File: src/rtl/ebr_regs.vh
// Constants for the external bus ready and wait control block
// How it works
// - Ready high at sample adds one wait
// - Ready low at sample ends the cycle
// - Read data caught on address-change edge
// - Programmed length plus memory wait states first
// - Command start depends on read/write delay
// - Multiplexed mode appends multiplex wait, optional tristate
// - Multiplexed with tristate waits two bus clocks
// - Demultiplexed without tristate adds no gap
`ifndef EBR_REGS_VH
`define EBR_REGS_VH

// Register byte offsets
`define EBR_OFS_CFG 5'h00
`define EBR_OFS_ADDR 5'h04
`define EBR_OFS_WDATA 5'h08
`define EBR_OFS_CMD 5'h0C
`define EBR_OFS_RDATA 5'h10
`define EBR_OFS_STATUS 5'h14

// Configuration field positions
`define EBR_CFG_WAIT_LSB 0
`define EBR_CFG_WAIT_MSB 3
`define EBR_CFG_RWDLY 4
`define EBR_CFG_MUX 5
`define EBR_CFG_TRI 6
`define EBR_CFG_RDYEN 7

// Command and status field positions
`define EBR_CMD_READ 0
`define EBR_ST_BUSY 0
`define EBR_ST_PEND 1
`define EBR_ST_RWAIT_LSB 8
`define EBR_ST_RWAIT_MSB 15

// Reset values
`define EBR_CFG_RST 32'h00000080
`define EBR_ADDR_RST 32'h00000000
`define EBR_WDATA_RST 32'h00000000

// Timing: half bus clock period in reference clock cycles
`define EBR_HALF_PERIOD_CYC 1
// Least low time that async ready must meet, and its cycle count
`define EBR_CLK_MHZ 100
`define EBR_RDY_LOW_NS 35
`define EBR_RDY_LOW_CYC ((`EBR_RDY_LOW_NS * `EBR_CLK_MHZ + 999) / 1000)

`endif

File: src/rtl/ebr_bus_ctrl.v
// External bus cycle controller with wait states, ready and Avalon-MM registers
//
// The placing of the registers and register access over Avalon-MM are this design's own decisions.
`timescale 1ns/1ps
`include "ebr_regs.vh"
module ebr_bus_ctrl #(
    parameter ADDR_W = 24,
    parameter DATA_W = 16,
    parameter HALF_PERIOD_CYC = `EBR_HALF_PERIOD_CYC
) (
    input wire ref_clk,
    input wire rstn,
    input wire [4:0] avs_address,
    input wire avs_read,
    input wire avs_write,
    input wire [31:0] avs_writedata,
    output reg [31:0] avs_readdata,
    output reg avs_waitrequest,
    output reg bus_clock_output,
    output reg [ADDR_W-1:0] ext_addr,
    output reg [DATA_W-1:0] ext_data_out,
    output reg ext_data_oe_n,
    input wire [DATA_W-1:0] ext_data_in,
    output reg rd_n,
    output reg wr_n,
    output reg read_chip_select_n,
    output reg write_chip_select_n,
    output reg chip_select_line_n,
    input wire ready_n
);
    // Bus cycle states
    localparam [2:0] S_IDLE = 3'b000;
    localparam [2:0] S_ADDR = 3'b001;
    localparam [2:0] S_CMD = 3'b010;
    localparam [2:0] S_MUX = 3'b011;
    localparam [2:0] S_TRI = 3'b100;

    // Software registers
    reg [31:0] cfg;
    reg [ADDR_W-1:0] addr_reg;
    reg [DATA_W-1:0] wdata_reg;
    reg [DATA_W-1:0] rdata_reg;
    reg pend;
    reg pend_read;
    reg [7:0] rwait_last;

    // Cycle state
    reg [2:0] state;
    reg [3:0] wcnt;
    reg [7:0] rwait_cnt;
    reg cyc_read;
    reg cyc_rwd;
    reg cyc_mux;
    reg cyc_tri;
    reg cyc_rdyen;
    reg [3:0] cyc_wait;
    reg cmd_due;

    // Half-period divider
    reg [7:0] tcnt;
    wire tick = (tcnt == HALF_PERIOD_CYC[7:0] - 8'h01);
    wire rise_tick = tick & ~bus_clock_output;
    wire fall_tick = tick & bus_clock_output;

    // Synchronised pins
    wire ready_s;
    wire [DATA_W-1:0] data_s;

    ebr_sync #(.W(1), .RST_VAL(1'b1)) u_rdy_sync (
        .ref_clk(ref_clk),
        .rstn(rstn),
        .din(ready_n),
        .dout(ready_s)
    );

    ebr_sync #(.W(DATA_W), .RST_VAL({DATA_W{1'b0}})) u_data_sync (
        .ref_clk(ref_clk),
        .rstn(rstn),
        .din(ext_data_in),
        .dout(data_s)
    );

    // Bus access decode
    wire busy = pend | (state != S_IDLE);
    wire acc_wr = avs_write & ~avs_waitrequest;
    reg [31:0] rd_mux;

    // Read data selection
    always @* begin
        rd_mux = 32'h00000000;
        case (avs_address)
            `EBR_OFS_CFG: rd_mux = {24'h000000, cfg[7:0]};
            `EBR_OFS_ADDR: rd_mux[ADDR_W-1:0] = addr_reg;
            `EBR_OFS_WDATA: rd_mux[DATA_W-1:0] = wdata_reg;
            `EBR_OFS_RDATA: rd_mux[DATA_W-1:0] = rdata_reg;
            `EBR_OFS_STATUS: begin
                rd_mux[`EBR_ST_BUSY] = busy;
                rd_mux[`EBR_ST_PEND] = pend;
                rd_mux[`EBR_ST_RWAIT_MSB:`EBR_ST_RWAIT_LSB] = rwait_last;
            end
            default: rd_mux = 32'h00000000;
        endcase
    end

    // Avalon slave: one wait cycle, then answer
    always @(posedge ref_clk or negedge rstn) begin
        if (!rstn) begin
            avs_waitrequest <= 1'b1;
            avs_readdata <= 32'h00000000;
        end else if ((avs_read | avs_write) && avs_waitrequest) begin
            avs_waitrequest <= 1'b0;
            avs_readdata <= avs_read ? rd_mux : 32'h00000000;
        end else begin
            avs_waitrequest <= 1'b1;
        end
    end

    // Register writes; a start while busy is ignored
    always @(posedge ref_clk or negedge rstn) begin
        if (!rstn) begin
            cfg <= `EBR_CFG_RST;
            addr_reg <= {ADDR_W{1'b0}};
            wdata_reg <= {DATA_W{1'b0}};
            pend <= 1'b0;
            pend_read <= 1'b0;
        end else begin
            if (state == S_IDLE && rise_tick && pend) begin
                pend <= 1'b0;
            end
            if (acc_wr) begin
                case (avs_address)
                    `EBR_OFS_CFG: cfg <= {24'h000000, avs_writedata[7:0]};
                    `EBR_OFS_ADDR: addr_reg <= avs_writedata[ADDR_W-1:0];
                    `EBR_OFS_WDATA: wdata_reg <= avs_writedata[DATA_W-1:0];
                    `EBR_OFS_CMD: begin
                        if (!busy) begin
                            pend <= 1'b1;
                            pend_read <= avs_writedata[`EBR_CMD_READ];
                        end
                    end
                    default: ;
                endcase
            end
        end
    end

    // Bus clock divider, toggles every half period
    always @(posedge ref_clk or negedge rstn) begin
        if (!rstn) begin
            tcnt <= 8'h00;
            bus_clock_output <= 1'b0;
        end else if (tick) begin
            tcnt <= 8'h00;
            bus_clock_output <= ~bus_clock_output;
        end else begin
            tcnt <= tcnt + 8'h01;
        end
    end

    // Bus cycle sequencer, steps on bus clock rising edges
    always @(posedge ref_clk or negedge rstn) begin
        if (!rstn) begin
            state <= S_IDLE;
            wcnt <= 4'h0;
            rwait_cnt <= 8'h00;
            rwait_last <= 8'h00;
            cyc_read <= 1'b0;
            cyc_rwd <= 1'b0;
            cyc_mux <= 1'b0;
            cyc_tri <= 1'b0;
            cyc_rdyen <= 1'b0;
            cyc_wait <= 4'h0;
            cmd_due <= 1'b0;
            rdata_reg <= {DATA_W{1'b0}};
            ext_addr <= {ADDR_W{1'b0}};
            ext_data_out <= {DATA_W{1'b0}};
            ext_data_oe_n <= 1'b1;
            rd_n <= 1'b1;
            wr_n <= 1'b1;
            read_chip_select_n <= 1'b1;
            write_chip_select_n <= 1'b1;
            chip_select_line_n <= 1'b1;
        end else if (rise_tick) begin
            case (state)
                // Launch: address, chip select and write data out
                S_IDLE: begin
                    if (pend) begin
                        cyc_read <= pend_read;
                        cyc_rwd <= cfg[`EBR_CFG_RWDLY];
                        cyc_mux <= cfg[`EBR_CFG_MUX];
                        cyc_tri <= cfg[`EBR_CFG_TRI];
                        cyc_rdyen <= cfg[`EBR_CFG_RDYEN];
                        cyc_wait <= cfg[`EBR_CFG_WAIT_MSB:`EBR_CFG_WAIT_LSB];
                        ext_addr <= addr_reg;
                        ext_data_out <= wdata_reg;
                        ext_data_oe_n <= pend_read;
                        chip_select_line_n <= 1'b0;
                        state <= S_ADDR;
                    end
                end
                // Address phase, command now or half a period later
                S_ADDR: begin
                    wcnt <= 4'h0;
                    rwait_cnt <= 8'h00;
                    state <= S_CMD;
                    if (cyc_rwd) begin
                        cmd_due <= 1'b1;
                    end else begin
                        rd_n <= ~cyc_read;
                        wr_n <= cyc_read;
                        read_chip_select_n <= ~cyc_read;
                        write_chip_select_n <= cyc_read;
                    end
                end
                // Command phase: memory waits, then ready samples
                S_CMD: begin
                    if (wcnt != cyc_wait) begin
                        wcnt <= wcnt + 4'h1;
                    end else if (cyc_rdyen && ready_s) begin
                        rwait_cnt <= rwait_cnt + 8'h01;
                    end else begin
                        if (cyc_read) begin
                            rdata_reg <= data_s;
                        end
                        rwait_last <= rwait_cnt;
                        ext_addr <= {ADDR_W{1'b0}};
                        ext_data_oe_n <= 1'b1;
                        rd_n <= 1'b1;
                        wr_n <= 1'b1;
                        read_chip_select_n <= 1'b1;
                        write_chip_select_n <= 1'b1;
                        chip_select_line_n <= 1'b1;
                        if (cyc_mux) begin
                            state <= S_MUX;
                        end else if (cyc_tri) begin
                            state <= S_TRI;
                        end else begin
                            state <= S_IDLE;
                        end
                    end
                end
                // Multiplex wait, then optional tristate wait
                S_MUX: begin
                    state <= cyc_tri ? S_TRI : S_IDLE;
                end
                // Tristate wait
                S_TRI: begin
                    state <= S_IDLE;
                end
                default: state <= S_IDLE;
            endcase
        end else if (fall_tick && cmd_due) begin
            cmd_due <= 1'b0;
            rd_n <= ~cyc_read;
            wr_n <= cyc_read;
            read_chip_select_n <= ~cyc_read;
            write_chip_select_n <= cyc_read;
        end
    end
endmodule

File: src/rtl/ebr_sync.v
// Two flip-flop synchroniser for pin inputs
`timescale 1ns/1ps
module ebr_sync #(
    parameter W = 1,
    parameter [W-1:0] RST_VAL = {W{1'b0}}
) (
    input wire ref_clk,
    input wire rstn,
    input wire [W-1:0] din,
    output reg [W-1:0] dout
);
    // First stage, read only by the second
    reg [W-1:0] meta;

    // Two stages, reset to a constant
    always @(posedge ref_clk or negedge rstn) begin
        if (!rstn) begin
            meta <= RST_VAL;
            dout <= RST_VAL;
        end else begin
            meta <= din;
            dout <= meta;
        end
    end
endmodule

File: config.mk
export PLATFORM = sky130hd
export DESIGN_NAME = ebr_bus_ctrl
export DESIGN_NICKNAME = d
export VERILOG_FILES = /design/src/rtl/ebr_bus_ctrl.v /design/src/rtl/ebr_sync.v
export VERILOG_INCLUDE_DIRS = /design/src /design/src/rtl
export SDC_FILE = /design/constraint.sdc
export NUM_CORES = 1
export LEC_CHECK = 0
export BUFFER_PORTS_ARGS = -buffer_cell sky130_fd_sc_hd__buf_2
export CAP_MARGIN = 40
export CORE_MARGIN = 1
export CORE_UTILIZATION = 40
export DETAILED_ROUTE_END_ITERATION = 16
export MAX_ROUTING_LAYER = met4
export PLACE_DENSITY_LB_ADDON = 0.25
export SETUP_SLACK_MARGIN = 0.4
export SYNTH_ARGS = -nofsm -noshare
export SYNTH_HDL_FRONTEND = slang
export SYNTH_SLANG_ARGS = --single-unit
export TNS_END_PERCENT = 30
File: constraint.sdc
create_clock -name ref_clk -period 5.79 [get_ports ref_clk]
set_input_delay 0 -clock ref_clk [delete_from_list [all_inputs] [get_ports ref_clk]]
set_output_delay 0 -clock ref_clk [all_outputs]
set_load 0.01 [all_outputs]
=== After elaboration in Yosys (flattened, before gate mapping) ===
Index checks and enable logic that the tools add are counted.

* Flip-flop bits (word level): 219
* Logic and storage cells: 134

* Add/sub/neg operators: 3
* Equal/unequal tests: 20
* Multiplexer cells: 44
* Bitwise logic cells: 11
* Reduce and logical (&&, ||, !) cells: 25

{| class="wikitable"
|+ Operators with widths
! kind !! count
|-
| two-way mux 24 bit || 4
|-
| case mux 24 bit (2 select lines) || 1
|-
| two-way mux 8 bit || 4
|-
| case mux 8 bit (4 select lines) || 1
|-
| case mux 6 bit (4 select lines) || 1
|-
| two-way mux 1 bit || 19
|-
| adder 8 x 1 -> 8 bit, second input constant || 2
|-
| case mux 8 bit (2 select lines) || 1
|-
| two-way mux 3 bit || 5
|-
| AND reduction 5 bit || 3
|-
| != test 2 bit, second input constant || 6
|-
| case mux 3 bit (4 select lines) || 1
|-
| AND reduction 3 bit || 4
|-
| AND reduction 4 bit || 3
|-
| equality test 5 x 4 -> 1 bit, second input constant || 2
|-
| equality test 5 bit, second input constant || 2
|-
| case mux 2 bit (5 select lines) || 1
|-
| != test 3 bit, second input constant || 3
|-
| logical NOT 8 bit || 1
|-
| case mux 1 bit (2 select lines) || 4
|-
| case mux 4 bit (2 select lines) || 1
|-
| equality test 3 x 2 -> 1 bit, second input constant || 2
|-
| NOT 1 bit || 6
|-
| AND reduction 2 bit || 3
|-
| 14 further kinds || 23
|}

=== Logic depth before layout (Yosys ltp) ===
Gate-level depths: netlist of the first run.

* Depth after elaboration: 8
* Gate-level depth with buffers: 9
* Depth with buffers taken out: 7

=== Modules after synthesis ===
A second synthesis of the first run with hierarchy kept.

* Cells, all modules: 683
* Area, all modules: 8534.4 um^2

{| class="wikitable"
|+ By module, submodules not included
! module !! times used !! cells an instance !! area an instance (um^2) !! seq. area each (um^2)
|-
| ebr_bus_ctrl || 1 || 649 || 7681.1 || 4436.8
|-
| ebr_sync at u_data_sync || 1 || 32 || 800.8 || 800.8
|-
| ebr_sync at u_rdy_sync || 1 || 2 || 52.6 || 52.6
|}

=== Worst setup path before layout of the first run ===
No wires, ideal clock.

* Path type: reg2reg
* Start point: register tcnt[0]
* End point: register rdata_reg[10]
* Library setup time: 0.127 ns
* Arrival time: 1.859 ns
* Data required time: 5.663 ns
* Slack: 3.804 ns
* Cell stages (with the launch flop): 9
* Cells stage by stage: dfrtp_1 -> inv_1 -> ha_1 -> nor4b_4 -> nand2_1 -> nor2_2 -> nand3_4 -> buf_6 -> mux2_1

* Longest elaborated chain between the ends: 3

{| class="wikitable"
|+ Ends and longest elaborated chain
! what !! RTL line !! source
|-
| start, declared || ebr_bus_ctrl.v:60 || <nowiki>reg [7:0] tcnt;</nowiki>
|-
| start signal, assigned || ebr_bus_ctrl.v:156 || <nowiki>tcnt <= tcnt + 8'h01;</nowiki>
|-
| logical NOT 8 bit || ebr_bus_ctrl.v:61 || <nowiki>wire tick = (tcnt == HALF_PERIOD_CYC[7:0] - 8'h01);</nowiki>
|-
| bitwise AND 1 bit || ebr_bus_ctrl.v:62 || <nowiki>wire rise_tick = tick & ~bus_clock_output;</nowiki>
|-
| AND reduction 5 bit (no source line) || - ||
|-
| end signal, assigned || ebr_bus_ctrl.v:174 || <nowiki>rdata_reg <= {DATA_W{1'b0}};</nowiki>
|-
| end signal, assigned || ebr_bus_ctrl.v:223 || <nowiki>rdata_reg <= data_s;</nowiki>
|-
| end, declared || ebr_bus_ctrl.v:42 || <nowiki>reg [DATA_W-1:0] rdata_reg;</nowiki>
|}

No other way between the ends.
A chain may end at the register's enable or synchronous reset.

=== Worst setup path in the final report of the first run ===
* Start point: register tcnt[5]
* End point: register ext_addr[18]

* Longest elaborated chain between the ends: 3

{| class="wikitable"
|+ Ends and longest elaborated chain
! what !! RTL line !! source
|-
| logical NOT 8 bit || ebr_bus_ctrl.v:61 ||
|-
| bitwise AND 1 bit || ebr_bus_ctrl.v:62 ||
|-
| AND reduction 5 bit (no source line) || - ||
|-
| end signal, assigned || ebr_bus_ctrl.v:175 || <nowiki>ext_addr <= {ADDR_W{1'b0}};</nowiki>
|-
| end signal, assigned || ebr_bus_ctrl.v:194 || <nowiki>ext_addr <= addr_reg;</nowiki>
|-
| end signal, assigned || ebr_bus_ctrl.v:226 || <nowiki>ext_addr <= {ADDR_W{1'b0}};</nowiki>
|-
| end, declared || ebr_bus_ctrl.v:20 || <nowiki>output reg [ADDR_W-1:0] ext_addr,</nowiki>
|}

No other way between the ends.

==> results.py, run 1 <==
metrics = {
    "sta": {
        "timing.fmax_ghz": 0.352,
        "fin_worst_skew_ns": 0.0124,
        "setup_viol": 0,
        "maxSlewViolCount": 0,
        "rsz0062_at_grt": "false",
        "post-route-period-util_pct": 49.1,
        "final_hold_viol_count": 0,
        "worstMarginPinSlew_ns": 0.811,
        "post-route-min-period_ns": 2.84,
        "tns_ns": 0,
        "slew_headroom_pct": 45.9,
    },
    "synthesis": {
        "syn_inst": 646,
        "ys_ff_latch": 211,
        "syn_area_mm2": 0.00837,
        "yosysSeqAreaShare_pct": 63.2,
        "syn_area_per_cell_um2": 13.0,
        "synth-edff-count": 0,
        "ys_types": 58,
        "synthArstFlopShare_pct": 100,
        "yosysWarnings": 0,
        "ys.flop_type": "dfrtp_1",
    },
    "layout": {
        "num_antenna_cells": 0,
        "area_growth_pct": 26.1,
        "layout-drive-gt1-share_pct": 31.0,
        "nets": 878,
    },
    "drt": {
        "firstDrtPassIters": 5,
        "detail-route-antenna-nets": 0,
        "drcViolationCount": 0,
        "top_layer": "met4",
        "drt_iter0_drc": 376,
        "viasPerCell": 5.40,
        "wl_met1_um": 9490,
        "drt_wl_total_um": 21300,
        "vias": 5943,
        "wl_met2_um": 10300,
        "met3_wirelength_um": 1100,
        "routedWlPerCell_um": 19.3,
    },
    "global_routing": {
        "grt_antenna_before_repair": 0,
        "grt_max_degree": 105,
        "grtUsageTotal_pct": 21.0,
        "grt_pass1_vias": 6073,
        "overflow": 0,
        "grt_pass1_wl_um": 34300,
    },
    "critical_path": {
        "cp_cell_sequence": "nor4_4, and3_1, and2_2, buf_4, o22ai_4, buf_16, a22o_1",
        "cp.arrival_ns": 3.22,
        "cpMaxStageDelayCell": "buf_4",
        "cp_max_fo": 52,
        "slowest_delay_ns": 0.54,
        "cp-start-kind": "flop",
        "crit_path_end_kind": "flop",
        "cp.required_ns": 6.16,
        "critPathKind": "reg -> reg",
    },
    "clocking": {
        "clock-sinks": 211,
        "clk_path_buf_depth": 3,
        "clk_pin_slew_ns": 0.06,
        "htreeDepth": 1,
        "cts_tree": "built",
        "cts_inserted_buffers": 22,
        "ctsRootBufferMaster": "clkbuf_16",
        "clock_latency_ns": 0.50,
    },
    "floorplanning": {
        "die_y_um": 147,
        "initial_core_util_pct": 41.1,
        "die_w_um": 147,
        "floorplan.core_area_mm2": 0.0204,
        "fp.dieArea_mm2": 0.0215,
        "ios": 138,
        "rows": 52,
    },
    "hold_path": {
        "holdCritPathClass": "in -> reg",
    },
    "run": {
        "maxCapViolations": 0,
    },
    "placed_design": {
        "hpwl_um": 14100,
        "portBuffers": 121,
        "routabilityCongestion": 0.872,
    },
    "power_and_ir_drop": {
        "power.density_mw_per_mm2": 341,
        "ir_drop_mv": 0.185,
        "p_leak_uw": 0.00519,
        "total_power_uw": 3600,
    },
    "status": {
        "status": "finished clean",
    },
}
worst paths after layout:
check / start / to / slack (ns) / cells after the start
max: tcnt[5]$_DFF_PN0_ / ext_addr[18]$_DFFE_PN0P_ / 2.95 / 7
min: avs_address[0] / avs_readdata[1]$_DFFE_PN0P_ / 0.02 / 4
max reg2reg: tcnt[5]$_DFF_PN0_ / ext_addr[18]$_DFFE_PN0P_ / 2.95 / 7
min reg2reg: u_data_sync.meta[12]$_DFF_PN0_ / u_data_sync.dout[12]$_DFF_PN0_ / 0.35 / 0
max in group asynchronous: rstn / addr_reg[22]$_DFFE_PN0P_ / 4.38 / 3
min in group asynchronous: rstn / u_data_sync.meta[4]$_DFF_PN0_ / 0.17 / 2
cell usage in the layout (no fill, tap or decap), types with 9 or more instances in the layout:
cell type,synthesis,layout
a222oi_1,15,15
clkbuf_16,0,23
dlygate4sd3_1,0,47
nand2_1,87,87
mux2_2,67,67
a22oi_1,15,15
buf_4,11,9
inv_1,10,10
nand3_1,10,10
mux2_1,10,10
a22o_1,35,35
o21ai_0,25,25
a21oi_1,9,9
nor2_1,19,19
dfrtp_1,203,203
buf_2,16,120
xnor2_1,14,14
stage by stage:
stage	hold WS, ns	util (%)	setup WS (ns)	cells	instance area (µm²)
3_3_place_gp	0.108	45.2	3.03	1013	9210
3_5_place_dp	0.109	45.5	2.95	1015	9260
2_1_floorplan	-0.296	-	3.80	653	8400
6_report	0.0218	51.8	2.95	1101	10600
4_1_cts	0.0152	51.8	2.93	1101	10600
5_1_grt	0.0641	51.8	2.77	1101	10600
final cells by class:
| class | count | area [µm²] |
|---|---|---|
| clock buffer | 30 | 652 |
| clock inverter | 9 | 173 |
| fill | 1743 | 9810 |
| inverter | 10 | 37.5 |
| multi-input combinational | 392 | 2870 |
| sequential | 211 | 5290 |
| tap | 270 | 338 |
| timing repair buffer | 179 | 1190 |
Yosys cell counts (2+ instances only):
cell type / n / share of area (%)
dfrtp_1: 203 / 61
nand2_1: 87 / 3.9
mux2_2: 67 / 9.0
a22o_1: 35 / 3.7
o21ai_0: 25 / 1.5
nor2_1: 19 / 0.85
buf_2: 16 / 0.96
a222oi_1: 15 / 1.8
a22oi_1: 15 / 1.3
xnor2_1: 14 / 1.5
buf_4: 11 / 0.99
clkbuf_1: 11 / 0.49
inv_1: 10 / 0.45
mux2_1: 10 / 1.3
nand3_1: 10 / 0.60
a21oi_1: 9 / 0.54
dfstp_2: 8 / 2.5
nor3_1: 7 / 0.42
and2_1: 6 / 0.45
and3_1: 6 / 0.45
ha_1: 4 / 0.60
nand4_1: 4 / 0.30
o211ai_1: 4 / 0.36
o31ai_1: 4 / 0.36
a211oi_1: 3 / 0.27
nor2b_1: 3 / 0.22
nor4_1: 3 / 0.22
and4_1: 2 / 0.21
mux2i_1: 2 / 0.24
nand3b_1: 2 / 0.18
nand4b_1: 2 / 0.21
or3_1: 2 / 0.15
or4_1: 2 / 0.18
cell families after synthesis:
group	count (synthesis)	share of synthesized area, %
simple gates	167	10.1
mux	79	10.6
compound gates	119	10.8
other cells	1	0.0448
fa+ha+maj	4	0.598
buf+inv	50	3.06
flops	211	63.2
xor+xnor	15	1.57
power breakdown:
| part | total, µW | leakage, µW | switching (µW) | internal [µW] |
|---|---|---|---|---|
| registers | 1680 | 0.00281 | 93.0 | 1590 |
| logic | 342 | 0.00198 | 195 | 148 |
| clock network | 1570 | 0.000404 | 565 | 1010 |
| total | 3600 | 0.00519 | 853 | 2740 |
what timing repair did:
item / in CTS / in global routing
hold buffers: 47 / 0
endpoints found under the hold margin: 166 / 0
resized for setup: 0 / 0
buffers inserted: 0 / 0
worst max-delay path, delay by kind of cell (launching register included):
family                 cells  cell delay (ns)
and+or+nand+nor            3             0.95
buffers and inverters      2             0.78
AOI/OAI and AO/OA          2             0.50
DFF                        1             0.44
routing by layer:
layer | up-vias | GRT usage [%]
li1 | 2652 | -
met4 | 0 | 5.00
met5 | - | -
met3 | 33 | 3.09
met1 | 3059 | 28.6
met2 | 199 | 33.0
(Power assumes the default switching activity.)
==> run 2: changes to the inputs <==
clock period = 2.92 ns   (was 5.79 ns; I/O delays follow)
==> run 2 against run 1 <==
- clock power up 100%
- global-route usage fell by 0.17 points
- register-to-register slack lost 2.4 ns
- first-iteration DRC count up 3.2%
- largest power group unchanged
- clock skew increased by 0.0033 ns
- sequential power rose by 99%
- setup slack worse by 2.4 ns
- clock-buffer cell count up 2
- core utilization rose by 0.13 points
- die area is the same
- maximum frequency is 18% higher
==> results.py, run 2 (synthesized netlist as in run 1, its figures left out) <==
metrics = {
    "sta": {
        "final_hold_viol_count": 0,
        "post-route-min-period_ns": 2.41,
        "maxSlewViolCount": 0,
        "rsz0062_at_grt": "false",
        "timing.fmax_ghz": 0.415,
        "tns_ns": 0,
        "fin_worst_skew_ns": 0.0157,
        "worstMarginPinSlew_ns": 0.866,
        "post-route-period-util_pct": 82.5,
        "setup_viol": 0,
        "slew_headroom_pct": 42.2,
    },
    "global_routing": {
        "overflow": 0,
        "grt_max_degree": 109,
        "grtUsageTotal_pct": 20.8,
        "grt_pass1_vias": 6195,
        "grt_pass1_wl_um": 34200,
        "grt_antenna_before_repair": 0,
    },
    "hold_path": {
        "holdCritPathClass": "in -> reg",
    },
    "floorplanning": {
        "die_w_um": 147,
        "fp.dieArea_mm2": 0.0215,
        "ios": 138,
        "die_y_um": 147,
        "initial_core_util_pct": 41.1,
        "rows": 52,
        "floorplan.core_area_mm2": 0.0204,
    },
    "placed_design": {
        "routabilityCongestion": 0.855,
        "dpl-instance-area_mm2": 0.00930,
        "hpwl_um": 14200,
        "portBuffers": 121,
    },
    "status": {
        "status": "finished clean",
    },
    "critical_path": {
        "crit_path_end_kind": "flop",
        "cp.required_ns": 3.35,
        "cp_max_fo": 11,
        "cp-start-kind": "flop",
        "critPathKind": "reg -> reg",
        "cp.arrival_ns": 2.84,
    },
    "layout": {
        "final_util_pct": 51.9,
        "layout-drive-gt1-share_pct": 31.5,
        "fin_area_mm2": 0.0106,
        "num_antenna_cells": 0,
        "nets": 881,
        "area_growth_pct": 26.4,
        "layout_commonest_cell": "dfrtp_1",
        "final_cell_mix": "dfrtp_1 (203), buf_2 (120), nand2_1 (87)",
    },
    "drt": {
        "firstDrtPassIters": 5,
        "detail-route-antenna-nets": 0,
        "viasPerCell": 5.36,
        "drt_wl_total_um": 21200,
        "drcViolationCount": 0,
        "drt_iter0_drc": 388,
        "vias": 5926,
        "routedWlPerCell_um": 19.2,
    },
    "clocking": {
        "cts_inserted_buffers": 23,
        "ctsRootBufferMaster": "clkbuf_16",
        "htreeDepth": 1,
        "cts_tree": "built",
        "clk_path_buf_depth": 3,
        "clock-sinks": 211,
        "clock_latency_ns": 0.50,
        "clk_pin_slew_ns": 0.06,
    },
    "run": {
        "maxCapViolations": 0,
    },
    "power_and_ir_drop": {
        "power.density_mw_per_mm2": 678,
        "p_leak_uw": 0.00521,
        "ir_drop_mv": 0.516,
    },
}
[run 2: changes by cell type in the layout (fill, tap and decap cells not counted), sizes merged]
| cell | before | now |
|---|---|---|
| clkbuf | 31 | 33 |
| inv | 10 | 12 |
| dlygate4sd3 | 47 | 44 |
| buf | 131 | 136 |
| clkinv | 3 | 1 |
[run 2: worst max-delay path: stages, from the launching register on]
cell and delay [ns]:
dfrtp_1 0.54, inv_1 0.12, or3_1 0.58, or3_4 0.47
or4_1 0.47, a21oi_1 0.15
[run 2: area by class of cell]
type	count	area, µm²
sequential	211	5290
tap	270	338
fill	1729	9790
timing repair buffer	181	1210
inverter	10	37.5
clock buffer	32	659
multi-input combinational	392	2860
clock inverter	9	180
[run 2: through the flow]
stage	power [µW]	hold WS [ns]	setup slack, ns	cells
after floorplan	3720	-0.296	0.934	653
after global placement	3980	0.108	0.577	1020
after detailed placement	4010	0.109	0.492	1020
after CTS	7240	0.0208	0.462	1105
after global routing	7460	0.0468	0.419	1105
final	7170	0.0371	0.512	1105
[run 2: worst paths after layout]
kind	startpoint	end	slack (ns)	cells past startpoint
setup / recovery	state[1]$_DFFE_PN0P_	rwait_cnt[6]$_DFFE_PN0P_	0.51	5
hold reg to reg	u_data_sync.meta[5]$_DFF_PN0_	u_data_sync.dout[5]$_DFF_PN0_	0.34	0
max in group asynchronous	rstn	avs_waitrequest$_DFF_PN1_	1.84	3
hold / removal	avs_address[2]	pend$_DFF_PN0_	0.04	4
setup reg to reg	state[1]$_DFFE_PN0P_	rwait_cnt[6]$_DFFE_PN0P_	0.51	5
min in group asynchronous	rstn	u_data_sync.meta[3]$_DFF_PN0_	0.18	2
[run 2: report_power, final]
group / total (µW) / switching (µW) / internal, µW
Sequential: 3340 / 189 / 3150
Combinational: 670 / 377 / 293
Clock: 3160 / 1140 / 2020
Total: 7170 / 1710 / 5460
[run 2: metal layers]
metal,wire length (µm),GRT usage (%),vias to the layer above
met4,633,6.51,0
met1,9170,27.3,2981
li1,-,-,2653
met3,1360,3.75,52
met5,0,-,-
met2,10000,32.7,240
[run 2: timing repair]
item,in CTS,in global routing
gates resized for setup,0,1
buffers inserted,0,0
hold buffers,44,0
endpoints found under the setup margin,0,25
endpoints found under the hold margin,172,0
==> run 3: changes to the inputs <==
clock period = 2.45 ns   (was 2.92 ns; I/O delays follow)
==> run 3 against run 2 <==
- combinational power rose by 42%
- largest cell class unchanged
- sequential cell count is the same
- design area is 2.4% higher
- worst hold slack gained 0.010 ns
- wire length up 1.3%
- critical path type unchanged
- highest routed layer unchanged
- core utilization rose by 1.2 points
- maximum frequency up 16%
==> results.py, run 3 (synthesized netlist as in run 1, its figures left out) <==
metrics = {
    "status": {
        "status": "finished clean",
    },
    "layout": {
        "layout-drive-gt1-share_pct": 35.1,
        "area_growth_pct": 29.4,
        "nets": 902,
        "seq_area_mm2": 0.00529,
        "layout_commonest_cell": "dfrtp_1",
        "multiInputGateArea_mm2": 0.00294,
        "num_antenna_cells": 0,
        "final_cell_mix": "dfrtp_1 (202), buf_2 (120), nand2_1 (86)",
        "nFillCells": 1733,
    },
    "drt": {
        "drt_iter0_drc": 418,
        "routedWlPerCell_um": 19.0,
        "viasPerCell": 5.36,
        "firstDrtPassIters": 5,
        "vias": 6045,
        "drcViolationCount": 0,
        "detail-route-antenna-nets": 0,
        "drt_wl_total_um": 21400,
    },
    "power_and_ir_drop": {
        "p_leak_uw": 0.00531,
        "ir_drop_mv": 0.495,
        "power.density_mw_per_mm2": 793,
    },
    "sta": {
        "worstMarginPinSlew_ns": 0.768,
        "post-route-period-util_pct": 84.7,
        "final_hold_viol_count": 0,
        "slew_headroom_pct": 48.8,
        "setup_viol": 0,
        "rsz0062_at_grt": "true",
        "timing.hold.ws_ns": 0.0475,
        "timing.fmax_ghz": 0.482,
        "tns_ns": 0,
        "maxSlewViolCount": 0,
        "post-route-min-period_ns": 2.08,
        "fin_worst_skew_ns": 0.0111,
    },
    "hold_path": {
        "whs_path_depth": 5,
        "min_from": "avs_address[1]",
        "holdCritPathClass": "in -> reg",
        "hold_end": "avs_readdata[2]$_DFFE_PN0P_",
    },
    "floorplanning": {
        "floorplan.core_area_mm2": 0.0204,
        "die_y_um": 147,
        "die_w_um": 147,
        "ios": 138,
        "fp.dieArea_mm2": 0.0215,
        "initial_core_util_pct": 41.1,
        "rows": 52,
    },
    "critical_path": {
        "slowest_delay_ns": 0.49,
        "cp_max_fo": 5,
        "cp_cell_sequence": "inv_2, ha_4, nor4b_4, nand3_2, or3_4, or4_4, a21oi_2",
        "cp.required_ns": 2.89,
        "cpLargestDelayFamily": "simple AND/OR/NAND/NOR gates",
        "worstRegToRegCells": 7,
        "path_buf_inv": 1,
        "r2r_slack_ns": 0.37,
        "critPathKind": "reg -> reg",
        "cpMaxStageDelayCell": "or4_4",
        "r2r-end": "rwait_cnt[6]$_DFFE_PN0P_",
        "worst-path-stages": 7,
        "cp.arrival_ns": 2.52,
        "crit_path_end_kind": "flop",
        "reg2reg_from": "tcnt[0]$_DFF_PN0_",
        "cp-start-kind": "flop",
    },
    "global_routing": {
        "overflow": 0,
        "grt_antenna_before_repair": 0,
        "grt_pass1_wl_um": 33900,
        "grt_max_degree": 94,
        "grtUsageTotal_pct": 20.8,
        "grt_pass1_vias": 6166,
    },
    "clocking": {
        "clock-sinks": 211,
        "cts_tree": "built",
        "clk_path_buf_depth": 3,
        "htreeDepth": 1,
        "clk_pin_slew_ns": 0.06,
        "cts_inserted_buffers": 24,
        "clock_latency_ns": 0.51,
        "ctsRootBufferMaster": "clkbuf_16",
    },
    "placed_design": {
        "hpwl_um": 14100,
        "routabilityCongestion": 0.854,
        "portBuffers": 121,
    },
    "run": {
        "maxCapViolations": 0,
    },
}
run 3: through the flow:
stage	utilization (%)	instances	setup slack (ns)	cell area, µm²	total power, µW
4_1_cts	52.5	1120	0.321	10700	8580
5_1_grt	53.2	1128	0.291	10800	8930
2_1_floorplan	-	653	0.464	8400	4430
6_report	53.2	1128	0.375	10800	8590
3_5_place_dp	46.0	1029	0.248	9380	4820
3_3_place_gp	46.0	1029	0.337	9380	4780
run 3: worst max path at each step:
| stage | startpoint | to |
|---|---|---|
| floorplan | tcnt[0]$_DFF_PN0_ | rdata_reg[10]$_DFFE_PN0P_ |
| global placement | wcnt[0]$_DFFE_PN0P_ | rwait_last[1]$_DFFE_PN0P_ |
| detailed placement | wcnt[0]$_DFFE_PN0P_ | rwait_last[5]$_DFFE_PN0P_ |
| CTS | tcnt[0]$_DFF_PN0_ | rwait_cnt[6]$_DFFE_PN0P_ |
| global route | tcnt[0]$_DFF_PN0_ | rwait_cnt[6]$_DFFE_PN0P_ |
| finish | tcnt[0]$_DFF_PN0_ | rwait_cnt[6]$_DFFE_PN0P_ |
run 3: where the power goes:
group | internal, µW | leakage, µW | switching (µW)
Clock | 2250 | 0.000404 | 1440
Sequential | 3750 | 0.00281 | 198
Combinational | 438 | 0.00210 | 515
Total | 6440 | 0.00531 | 2150
run 3: tightest hold or removal path, stage by stage:
cell and delay [ns]:
buf_2 0.10, nor2_1 0.06, o2111ai_1 0.08, buf_4 0.17, o21ai_0 0.09
run 3: metal layers:
layer,global-route usage (%),part of all wire (%)
met5,-,0
met4,8.23,3.8
met3,2.41,4.0
met2,33.4,48
met1,26.8,44
run 3: repair_timing:
item | 4_1_cts | 5_1_grt
endpoints found under the hold margin | 153 | 0
hold buffers | 46 | 0
pin swaps | 1 | 6
resized for setup | 3 | 14
setup endpoints to repair | 51 | 55
buffers inserted | 1 | 8
gates cloned | 0 | 0
run 3: cell type report:
class                      count  area share, %
tap                          270           3.12
timing repair buffer         201           12.9
multi-input combinational    392           27.1
clock inverter                16           1.62
clock buffer                  28           6.07
sequential                   211           48.9
inverter                      10          0.347
